File: src/core/spl_pkg.sv
// Constants, register map and carrier types of the byte-wide serial port.
// Assumes a single 250 MHz clock and an AXI4-Lite master with 8-bit byte addresses.
package spl_pkg;
   // Printed offsets are register indices; byte address is four times the index
   localparam logic [7:0] IDX_DATA = 8'h31;
   localparam logic [7:0] IDX_CTRL = 8'h32;
   localparam logic [7:0] IDX_CSR = 8'h33;
   localparam logic [7:0] ADDR_DATA = 8'(IDX_DATA * 4);
   localparam logic [7:0] ADDR_CTRL = 8'(IDX_CTRL * 4);
   localparam logic [7:0] ADDR_CSR = 8'(IDX_CSR * 4);

   localparam int CR_IE = 7;
   localparam int CR_PE = 6;
   localparam int CR_R2 = 5;
   localparam int CR_MS = 4;
   localparam int CR_IDLE_LEVEL_SELECT = 3;
   localparam int CR_CAPTURE_PHASE_SELECT = 2;
   localparam int CR_R1 = 1;
   localparam int CR_R0 = 0;
   localparam int CS_SOD = 2;
   localparam int CS_SSM = 1;
   localparam int CS_SSI = 0;

   localparam logic [7:0] CTRL_RST = 8'h00;
   localparam logic [2:0] CSR_SW_RST = 3'h0;
   localparam logic [7:0] DATA_RST = 8'h00;

   localparam logic [1:0] RESP_OKAY = 2'h0;
   localparam logic [1:0] RESP_SLVERR = 2'h2;

   // Half periods of SCK in clock cycles
   localparam logic [6:0] HALF_DIV4 = 7'h02;
   localparam logic [6:0] HALF_DIV8 = 7'h04;
   localparam logic [6:0] HALF_DIV16 = 7'h08;
   localparam logic [6:0] HALF_DIV32 = 7'h10;
   localparam logic [6:0] HALF_DIV64 = 7'h20;
   localparam logic [6:0] HALF_DIV128 = 7'h40;
   localparam logic [2:0] LAST_BIT = 3'h7;

   typedef enum logic [1:0] {SEL_NONE = 2'b00, SEL_DATA = 2'b01, SEL_CTRL = 2'b10, SEL_CSR = 2'b11} spl_sel_e;
   typedef enum logic {ST_IDLE = 1'b0, ST_SHIFT = 1'b1} spl_state_e;

   typedef struct packed {
      logic awvalid;
      logic [7:0] awaddr;
      logic wvalid;
      logic [31:0] wdata;
      logic [3:0] wstrb;
      logic bready;
      logic arvalid;
      logic [7:0] araddr;
      logic rready;
   } spl_axi_req_s;

   typedef struct packed {
      logic awready;
      logic wready;
      logic bvalid;
      logic [1:0] bresp;
      logic arready;
      logic rvalid;
      logic [31:0] rdata;
      logic [1:0] rresp;
   } spl_axi_rsp_s;
endpackage

File: src/core/spl_core.sv
// Byte-wide serial peripheral, master or slave, with its three registers.
// Assumes pins arrive asynchronously and a pad ring resolves the enables.
//
// Overview of operation
// - Interrupt when enabled and done, overrun or fault
// - Port enable resets low, fault clears it
// - Master SCK rate from three rate bits
// - Rate bits ignored in slave mode
// - Master drives SCK, swaps data pins
// - Idle level bit sets SCK idle level
// - Phase bit picks first capture edge
// - Done flag set, cleared by status-then-data
// - Data writes ignored while done flag unread
// - Data write while shifting sets clash flag
// - Overrun set on done while done set
// - Fault on select low in master mode
// - Output disable releases data output pin
// - Soft select source ignores select pin
// - Soft select level zero means selected
// - Master data write starts one byte
// - Received byte copied to buffer on completion
// - Registers at indices 31, 32, 33
// - Fault blocks setting enable and master bits
// - Overrun keeps first byte, drops later ones
// - Clash leaves transfer alone, no interrupt
//
// Our own choice: the AXI4-Lite slave port.
module spl_core
   import spl_pkg::*;
(
   input logic clk,
   input logic rst_n,
   input spl_axi_req_s axi_req,
   output spl_axi_rsp_s axi_rsp,
   input logic sck_i,
   output logic sck_o,
   output logic sck_oe,
   input logic mosi_i,
   output logic mosi_o,
   output logic mosi_oe,
   input logic miso_i,
   output logic miso_o,
   output logic miso_oe,
   input logic ss_n_i,
   output logic port_en,
   output logic irq
);

   function automatic spl_sel_e reg_sel(input logic [7:0] a);
      case (a)
         ADDR_DATA: reg_sel = SEL_DATA;
         ADDR_CTRL: reg_sel = SEL_CTRL;
         ADDR_CSR: reg_sel = SEL_CSR;
         default: reg_sel = SEL_NONE;
      endcase
   endfunction

   function automatic logic [6:0] rate_half(input logic [2:0] r);
      case (r)
         3'b100: rate_half = HALF_DIV4;
         3'b000: rate_half = HALF_DIV8;
         3'b001: rate_half = HALF_DIV16;
         3'b110: rate_half = HALF_DIV32;
         3'b010: rate_half = HALF_DIV64;
         3'b011: rate_half = HALF_DIV128;
         default: rate_half = HALF_DIV4;
      endcase
   endfunction

   logic [7:0] ctrl;
   logic [7:0] next_ctrl;
   logic [2:0] csr_sw;
   logic transfer_done_flag, write_clash_flag, overrun_flag, mf, armed, mf_armed;
   logic [3:0] pin_m, pin_s;
   logic sck_p;
   logic aw_rdy, w_rdy, bvalid, ar_rdy, rvalid;
   logic [1:0] bresp, rresp;
   logic [7:0] aw_q, wd_q, rdata, rd_val;
   logic wstb_q;
   spl_state_e state;
   logic [2:0] cnt;
   logic [6:0] hcnt, half;
   logic sck_lvl, dout, rx_lat;
   logic [7:0] shreg, next_shreg, rxbuf;
   logic [1:0] cap_d, fin_d;
   logic [7:0] rx_sh, next_rx_sh;
   logic ie, pe, controller_role_bit, idle_level_select, capture_phase_select, out_drive_off, select_source_soft, soft_select_level;
   logic wr_go, rd_go, dw, cw, sw, data_rd, csr_rd, data_acc;
   spl_sel_e wsel, rsel;
   logic ss_int, sel_act, tick, lead, trail, din, done, wr_ok, dw_take, collide, fault;

   assign ie = ctrl[CR_IE];
   assign pe = ctrl[CR_PE];
   assign controller_role_bit = ctrl[CR_MS];
   assign idle_level_select = ctrl[CR_IDLE_LEVEL_SELECT];
   assign capture_phase_select = ctrl[CR_CAPTURE_PHASE_SELECT];
   assign out_drive_off = csr_sw[CS_SOD];
   assign select_source_soft = csr_sw[CS_SSM];
   assign soft_select_level = csr_sw[CS_SSI];
   assign half = rate_half({ctrl[CR_R2], ctrl[CR_R1], ctrl[CR_R0]});

   assign axi_rsp = '{awready: aw_rdy, wready: w_rdy, bvalid: bvalid, bresp: bresp,
                      arready: ar_rdy, rvalid: rvalid, rdata: {24'h000000, rdata}, rresp: rresp};

   // Register bus decode
   assign wr_go = !aw_rdy && !w_rdy && !bvalid;
   assign wsel = reg_sel(aw_q);
   assign rsel = reg_sel(axi_req.araddr);
   assign rd_go = axi_req.arvalid && ar_rdy;
   assign dw = wr_go && wsel == SEL_DATA && wstb_q;
   assign cw = wr_go && wsel == SEL_CTRL && wstb_q;
   assign sw = wr_go && wsel == SEL_CSR && wstb_q;
   assign data_rd = rd_go && rsel == SEL_DATA;
   assign csr_rd = rd_go && rsel == SEL_CSR;
   assign data_acc = dw || data_rd;

   // Serial engine decode
   assign ss_int = select_source_soft ? soft_select_level : pin_s[0];
   assign sel_act = pe && !controller_role_bit && !ss_int;
   assign tick = controller_role_bit && state == ST_SHIFT && hcnt == 7'h00;
   assign lead = controller_role_bit ? (tick && sck_lvl == idle_level_select) : (sel_act && pin_s[3] != sck_p && sck_p == idle_level_select);
   assign trail = controller_role_bit ? (tick && sck_lvl != idle_level_select) : (sel_act && pin_s[3] != sck_p && sck_p != idle_level_select);
   assign din = controller_role_bit ? pin_s[1] : pin_s[2];
   assign done = trail && state == ST_SHIFT && cnt == LAST_BIT;
   assign next_shreg = {shreg[6:0], capture_phase_select ? din : rx_lat};
   // Master capture runs two cycles late to match the pin synchroniser
   assign next_rx_sh = cap_d[1] ? {rx_sh[6:0], pin_s[1]} : rx_sh;
   assign wr_ok = !(transfer_done_flag && !armed);
   assign dw_take = dw && wr_ok && state == ST_IDLE;
   assign collide = dw && wr_ok && state == ST_SHIFT;
   assign fault = controller_role_bit && !ss_int;

   // Two-flop synchronisers for the pins: {sck, mosi, miso, ss_n}
   always_ff @(posedge clk)
   begin
      if (!rst_n)
      begin
         pin_m <= 4'hF;
         pin_s <= 4'hF;
         sck_p <= 1'b1;
      end
      else
      begin
         pin_m <= {sck_i, mosi_i, miso_i, ss_n_i};
         pin_s <= pin_m;
         sck_p <= pin_s[3];
      end
   end

   // Write channels: address and data taken in either order
   always_ff @(posedge clk)
   begin
      if (!rst_n)
      begin
         aw_rdy <= 1'b1;
         w_rdy <= 1'b1;
         bvalid <= 1'b0;
         bresp <= RESP_OKAY;
         aw_q <= 8'h00;
         wd_q <= 8'h00;
         wstb_q <= 1'b0;
      end
      else
      begin
         if (axi_req.awvalid && aw_rdy)
         begin
            aw_q <= axi_req.awaddr;
            aw_rdy <= 1'b0;
         end
         if (axi_req.wvalid && w_rdy)
         begin
            wd_q <= axi_req.wdata[7:0];
            wstb_q <= axi_req.wstrb[0];
            w_rdy <= 1'b0;
         end
         if (wr_go)
         begin
            bvalid <= 1'b1;
            bresp <= (wsel == SEL_NONE) ? RESP_SLVERR : RESP_OKAY;
         end
         else if (bvalid && axi_req.bready)
         begin
            bvalid <= 1'b0;
            aw_rdy <= 1'b1;
            w_rdy <= 1'b1;
         end
      end
   end

   always_comb
   begin
      case (rsel)
         SEL_DATA: rd_val = rxbuf;
         SEL_CTRL: rd_val = ctrl;
         SEL_CSR: rd_val = {transfer_done_flag, write_clash_flag, overrun_flag, mf, 1'b0, csr_sw};
         default: rd_val = 8'h00;
      endcase
   end

   // Read channel; reading has side effects on the flag sequences
   always_ff @(posedge clk)
   begin
      if (!rst_n)
      begin
         ar_rdy <= 1'b1;
         rvalid <= 1'b0;
         rdata <= 8'h00;
         rresp <= RESP_OKAY;
      end
      else if (rd_go)
      begin
         ar_rdy <= 1'b0;
         rvalid <= 1'b1;
         rdata <= rd_val;
         rresp <= (rsel == SEL_NONE) ? RESP_SLVERR : RESP_OKAY;
      end
      else if (rvalid && axi_req.rready)
      begin
         rvalid <= 1'b0;
         ar_rdy <= 1'b1;
      end
   end

   always_comb
   begin
      next_ctrl = ctrl;
      if (cw)
      begin
         next_ctrl = wd_q;
         if (mf && !mf_armed)
         begin
            next_ctrl[CR_PE] = 1'b0;
            next_ctrl[CR_MS] = 1'b0;
         end
      end
      if (fault)
      begin
         next_ctrl[CR_PE] = 1'b0;
         next_ctrl[CR_MS] = 1'b0;
      end
   end

   always_ff @(posedge clk)
   begin
      if (!rst_n)
      begin
         ctrl <= CTRL_RST;
         csr_sw <= CSR_SW_RST;
      end
      else
      begin
         ctrl <= next_ctrl;
         if (sw)
         begin
            csr_sw <= wd_q[2:0];
         end
      end
   end

   // Status flags; a hardware set always beats a software clear
   always_ff @(posedge clk)
   begin
      if (!rst_n)
      begin
         transfer_done_flag <= 1'b0;
         write_clash_flag <= 1'b0;
         overrun_flag <= 1'b0;
         mf <= 1'b0;
         armed <= 1'b0;
         mf_armed <= 1'b0;
      end
      else
      begin
         if (done)
            transfer_done_flag <= 1'b1;
         else if (data_acc && armed)
            transfer_done_flag <= 1'b0;
         if (collide)
            write_clash_flag <= 1'b1;
         else if (data_acc && armed)
            write_clash_flag <= 1'b0;
         if (done && transfer_done_flag)
            overrun_flag <= 1'b1;
         else if (csr_rd)
            overrun_flag <= 1'b0;
         if (fault)
            mf <= 1'b1;
         else if (cw && mf_armed)
            mf <= 1'b0;
         if (data_acc)
            armed <= 1'b0;
         else if (csr_rd && (transfer_done_flag || write_clash_flag))
            armed <= 1'b1;
         if (cw)
            mf_armed <= 1'b0;
         else if (csr_rd && mf)
            mf_armed <= 1'b1;
      end
   end

   // Sequencing; a lost select or enable aborts the byte
   always_ff @(posedge clk)
   begin
      if (!rst_n)
      begin
         state <= ST_IDLE;
         cnt <= 3'h0;
         hcnt <= 7'h00;
      end
      else if (!pe || fault || (!controller_role_bit && ss_int))
      begin
         state <= ST_IDLE;
         cnt <= 3'h0;
      end
      else if (state == ST_IDLE)
      begin
         if (controller_role_bit ? dw_take : lead)
         begin
            state <= ST_SHIFT;
            hcnt <= half - 7'h01;
            cnt <= 3'h0;
         end
      end
      else
      begin
         if (tick)
            hcnt <= half - 7'h01;
         else if (controller_role_bit)
            hcnt <= hcnt - 7'h01;
         if (trail)
            cnt <= cnt + 3'h1;
         if (done)
            state <= ST_IDLE;
      end
   end

   // Master clock; rests at the idle level between bytes
   always_ff @(posedge clk)
   begin
      if (!rst_n)
         sck_lvl <= 1'b0;
      else if (state == ST_SHIFT && tick)
         sck_lvl <= ~sck_lvl;
      else if (state == ST_IDLE)
         sck_lvl <= idle_level_select;
   end

   // Shifter: phase 0 samples on lead, phase 1 drives on lead
   always_ff @(posedge clk)
   begin
      if (!rst_n)
      begin
         shreg <= DATA_RST;
         rx_lat <= 1'b0;
         dout <= 1'b0;
         rxbuf <= DATA_RST;
      end
      else
      begin
         if (dw_take)
            shreg <= wd_q;
         else if (trail)
            shreg <= next_shreg;
         if (lead && !capture_phase_select)
            rx_lat <= din;
         if (lead && capture_phase_select)
            dout <= shreg[7];
         else if (trail && !capture_phase_select)
            dout <= shreg[6];
         else if (state == ST_IDLE)
            dout <= dw_take ? wd_q[7] : shreg[7];
         if (done && !transfer_done_flag && !controller_role_bit)
            rxbuf <= next_shreg;
         else if (fin_d[1])
            rxbuf <= next_rx_sh;
      end
   end

   // Delayed master receive path; without it a fast SCK samples a stale bit
   always_ff @(posedge clk)
   begin
      if (!rst_n)
      begin
         cap_d <= 2'b00;
         fin_d <= 2'b00;
         rx_sh <= DATA_RST;
      end
      else
      begin
         cap_d <= {cap_d[0], controller_role_bit && (capture_phase_select ? trail : lead)};
         fin_d <= {fin_d[0], controller_role_bit && done && !transfer_done_flag};
         rx_sh <= next_rx_sh;
      end
   end

   // Pin drivers and interrupt, all registered
   always_ff @(posedge clk)
   begin
      if (!rst_n)
      begin
         sck_oe <= 1'b0;
         mosi_oe <= 1'b0;
         miso_oe <= 1'b0;
         port_en <= 1'b0;
         irq <= 1'b0;
      end
      else
      begin
         sck_oe <= pe && controller_role_bit;
         mosi_oe <= pe && controller_role_bit && !out_drive_off;
         miso_oe <= pe && !controller_role_bit && !out_drive_off && !ss_int;
         port_en <= pe;
         irq <= ie && (transfer_done_flag || overrun_flag || mf);
      end
   end

   assign sck_o = sck_lvl;
   assign mosi_o = dout;
   assign miso_o = dout;
endmodule

File: config.mk
export PLATFORM = sky130hd
export DESIGN_NAME = spl_core
export DESIGN_NICKNAME = d
export VERILOG_FILES = /design/src/core/spl_pkg.sv /design/src/core/spl_core.sv
export SDC_FILE = /design/constraint.sdc
export NUM_CORES = 1
export LEC_CHECK = 0
export ABC_AREA = 0
export BUFFER_PORTS_ARGS = -buffer_cell sky130_fd_sc_hd__buf_2
export CAP_MARGIN = 20
export CORE_MARGIN = 1
export CORE_UTILIZATION = 40
export CTS_CLUSTER_SIZE = 24
export DETAILED_ROUTE_END_ITERATION = 8
export PLACE_DENSITY = 0.69
export SLEW_MARGIN = 25
export SYNTH_ARGS = -nofsm -noshare
export SYNTH_HDL_FRONTEND = slang
export SYNTH_SLANG_ARGS = --single-unit
File: constraint.sdc
create_clock -name clk -period 2.6 [get_ports clk]
set_clock_uncertainty 0.05 [all_clocks]
set_input_delay 0.52 -clock clk [delete_from_list [all_inputs] [get_ports clk]]
set_output_delay 0.52 -clock clk [all_outputs]
set_load 0.01 [all_outputs]
==> results.toml <==
[status]
run_status = "finished, final reports clean"

[setup_path]
crit_type = "flip-flop to flip-flop"
cp-end-kind = "flip-flop"
crit_arrival_ns = 2.62
worstPathMaxFanout = 10
rrSetupSlack_ns = 0.16
crit_path_frequent_cell = "sky130_fd_sc_hd__or4_1"
worst_path_largest_cell_delay_ns = 0.61
critical_path.cell_chain = "or4_1 -> or4_1 -> nand2_2 -> or3_1 -> a32oi_1 -> o31a_1"
crit_path_top_delay_cell = "sky130_fd_sc_hd__or4_1"
worstSetupStartpointType = "flip-flop"
timing.critical_path.required_ns = 2.78

[floorplanning]
initial_core_util_pct = 41.36
row_count = 39
die_y_um = 110.9
ios = 112
die-width_um = 110.9
die_area_um2 = 12300
floorplan.core_area_um2 = 11470

[clock_tree]
htreeDepth = 3
tritoncts = "done"
clkSlewWorstSetupHoldPaths_ns = 0.07
cts-root-buf = "sky130_fd_sc_hd__clkbuf_16"
cts.path.max_buffers = 2
clock_sink_count = 105
postCtsResizedCells = 0
cts.hold.buffers_added = 0
insertion_delay_ns = 0.34
cts-buffers-inserted = 9
cts_setup_buffers = 0

[power]
netSwitchingPower_uw = 728.0
leakage_nw = 2.106
pwr-share-comb_pct = 5.6
p_sw_share_pct = 21.49
power_density_nw_per_um2 = 624.1
seq_power_share_pct = 49.3
internal_power_mw = 2.659
share_clk_of_total_power_pct = 45.1
ir_worst_vdd_uv = 340.9

[layout]
layout-area-overhead-vs-synth_pct = 14.43
final_net_count = 669
mostFrequentLayoutCells = "105 x sky130_fd_sc_hd__dfxtp_1, 60 x sky130_fd_sc_hd__nor2_1, 58 x sky130_fd_sc_hd__buf_2, 54 x sky130_fd_sc_hd__a21oi_1, 45 x sky130_fd_sc_hd__nand2_1"
antenna-diode-count = 0
final_layout_size_suffix_gt1_share_pct = 17.33
post_layout_nonfiller_instances = 749
layout.cells.most_common = "sky130_fd_sc_hd__dfxtp_1"
fill_cells = 1090
post-route-cell-area_um2 = 5428

[synthesis]
yosysSeqAreaShare_pct = 44.32
synth_area_um2 = 4743
synth_cell_types = 53
synth-seq-cells = 105
syn-mean-instance-area_um2 = 8.577
synth_warnings = 0
asyncSetResetFlopFracSynth_pct = 0
postSynthCellCount = 553
synth_edf_count = 0
synth_flop_cell = "sky130_fd_sc_hd__dfxtp_1"

[sta]
layout_min_cycle_time_ns = 2.439
fin_tns_setup_ns = 0
finalHoldViolCount = 0
setup_repair_after_global_routing_missed_its_margin = "no"
layout_setup_ws_ns = 0.1611
worst_slew_margin_rel_pct = 59.82
tightest_slew_ns = 0.5964
hold_slack_ns = 0.3089
max_transition_viols_final = 0
fmaxAchievable_mhz = 410.0
min_period_over_period_pct = 93.80
setup-violations-final = 0

[global_routing]
grt_pass1_wl_mm = 18.13
first_global_vias = 3670
grt_start_max_net_pins = 25
grt_use_total_pct = 18.28
globalRoute.totalOverflow = 0
antenna_found_initial = 0

[drt]
sum_of_routed_wire_length_over_all_layers_mm = 10.94
drc_errors = 0
detailroute.via_count = 4023
detailedRoute.firstPassIterationCount = 5
drt_iter0_markers = 261
antenna_left = 0
drt-vias-per-instance = 5.371
routedWlPerCell_um = 14.61

[placed_design]
placedInstanceArea_um2 = 5094
post-place-ws_ns = 0.1812
detailed_place_hpwl_mm = 7.812
number_of_cells_after_detailed_placement = 734
port_buffers = 58
gp_congestion = 0.8468

[flow_run]
drv_cap = 0

[min_path]
timing.hold.worst.class = "input port to flip-flop"
[cell type report]
type,count,area (µm²),share of cell area [%]
timing repair buffer,78,452.9,8.345
multi-input combinational,396,2315,42.65
sequential,105,2102,38.73
clock inverter,4,101.3,1.867
clock buffer,11,232.7,4.288
inverter,12,45.04,0.8299
tap,143,178.9,3.296
[metal layers]
metal	up-vias	routed length, µm	global-route usage, %	share of wire [%]
met3	10	661	3.663	6.0
met4	0	154	6.222	1.4
met2	162	4716	27.74	43
met1	1854	5411	25.77	49
li1	1997	-	-	-
met5	-	0	0	0
[final timing paths]
check / start / endpoint / cells past startpoint
hold reg to reg: pin_m[1] / pin_s[1] / 1
setup reg to reg: hcnt[2] / miso_o / 6
setup / recovery: hcnt[2] / miso_o / 6
hold / removal: mosi_i / pin_m[2] / 2
[worst max-delay path, delay by kind of cell (launching register included)]
| kind | cells | cell delay (ns) |
|---|---|---|
| AOI/OAI and AO/OA | 2 | 0.33 |
| DFF | 1 | 0.37 |
| and+or+nand+nor | 4 | 1.57 |
[synthesized netlist by cell type, types with 3 or more instances]
cell,n,area [µm²]
sky130_fd_sc_hd__mux2_2,7,78.83
sky130_fd_sc_hd__inv_1,11,41.29
sky130_fd_sc_hd__a211o_1,7,61.31
sky130_fd_sc_hd__nand4_1,3,18.77
sky130_fd_sc_hd__nor3_1,8,40.04
sky130_fd_sc_hd__a32oi_1,3,26.28
sky130_fd_sc_hd__or4_1,3,22.52
sky130_fd_sc_hd__a21oi_1,54,270.3
sky130_fd_sc_hd__ha_1,4,50.05
sky130_fd_sc_hd__nor2_1,60,225.2
sky130_fd_sc_hd__nor2b_1,5,31.28
sky130_fd_sc_hd__nor4_1,4,25.02
sky130_fd_sc_hd__o21ai_0,27,135.1
sky130_fd_sc_hd__or3_1,3,18.77
sky130_fd_sc_hd__nand3_1,29,145.1
sky130_fd_sc_hd__nand2_1,45,168.9
sky130_fd_sc_hd__a221oi_1,7,61.31
sky130_fd_sc_hd__buf_1,3,11.26
sky130_fd_sc_hd__nand2b_1,17,106.4
sky130_fd_sc_hd__buf_4,32,240.2
sky130_fd_sc_hd__o31ai_1,4,30.03
sky130_fd_sc_hd__clkbuf_1,26,97.59
sky130_fd_sc_hd__o211ai_1,3,22.52
sky130_fd_sc_hd__a31oi_1,3,18.77
sky130_fd_sc_hd__mux2i_1,28,280.3
sky130_fd_sc_hd__a211oi_1,12,90.09
sky130_fd_sc_hd__and2_1,4,25.02
sky130_fd_sc_hd__nor3b_1,5,37.54
sky130_fd_sc_hd__dfxtp_1,105,2102
[logic make-up after synthesis]
family                     after synthesis  synth area share [%]
DFF                                    105                 44.32
and+or+nand+nor                        200                 20.68
AOI/OAI and AO/OA                      130                 17.12
buffers and inverters                   77                 8.995
adders and majority gates                4                 1.055
other                                    1               0.07906
muxes                                   35                 7.571
xor gates and xnor gates                 1                0.1847
[flip-flops by register name, indices dropped and copies added (netlist names), 2 cells and up]
register  flops
csr_sw        3
aw_q          8
rx_sh         8
rdata         8
ctrl          8
cnt           3
wd_q          8
pin_m         4
pin_s         4
shreg         8
hcnt          7
rxbuf         8
cap_d         2
fin_d         2
[stage by stage]
stage          util [%]  power [mW]
2_1_floorplan         -       1.854
3_3_place_gp      44.42       1.890
3_5_place_dp      44.42       1.896
4_1_cts           47.33       3.411
5_1_grt           47.33       3.514
6_report          47.33       3.387
[power by group through the flow]
stage	sequential (mW)	combinational (mW)	clock, mW
global route	1.67	0.213	1.63
CTS	1.67	0.190	1.55
finish	1.67	0.190	1.53
detailed placement	1.71	0.189	0
floorplan	1.71	0.148	0
global placement	1.70	0.185	0
(Power assumes the default switching activity.)
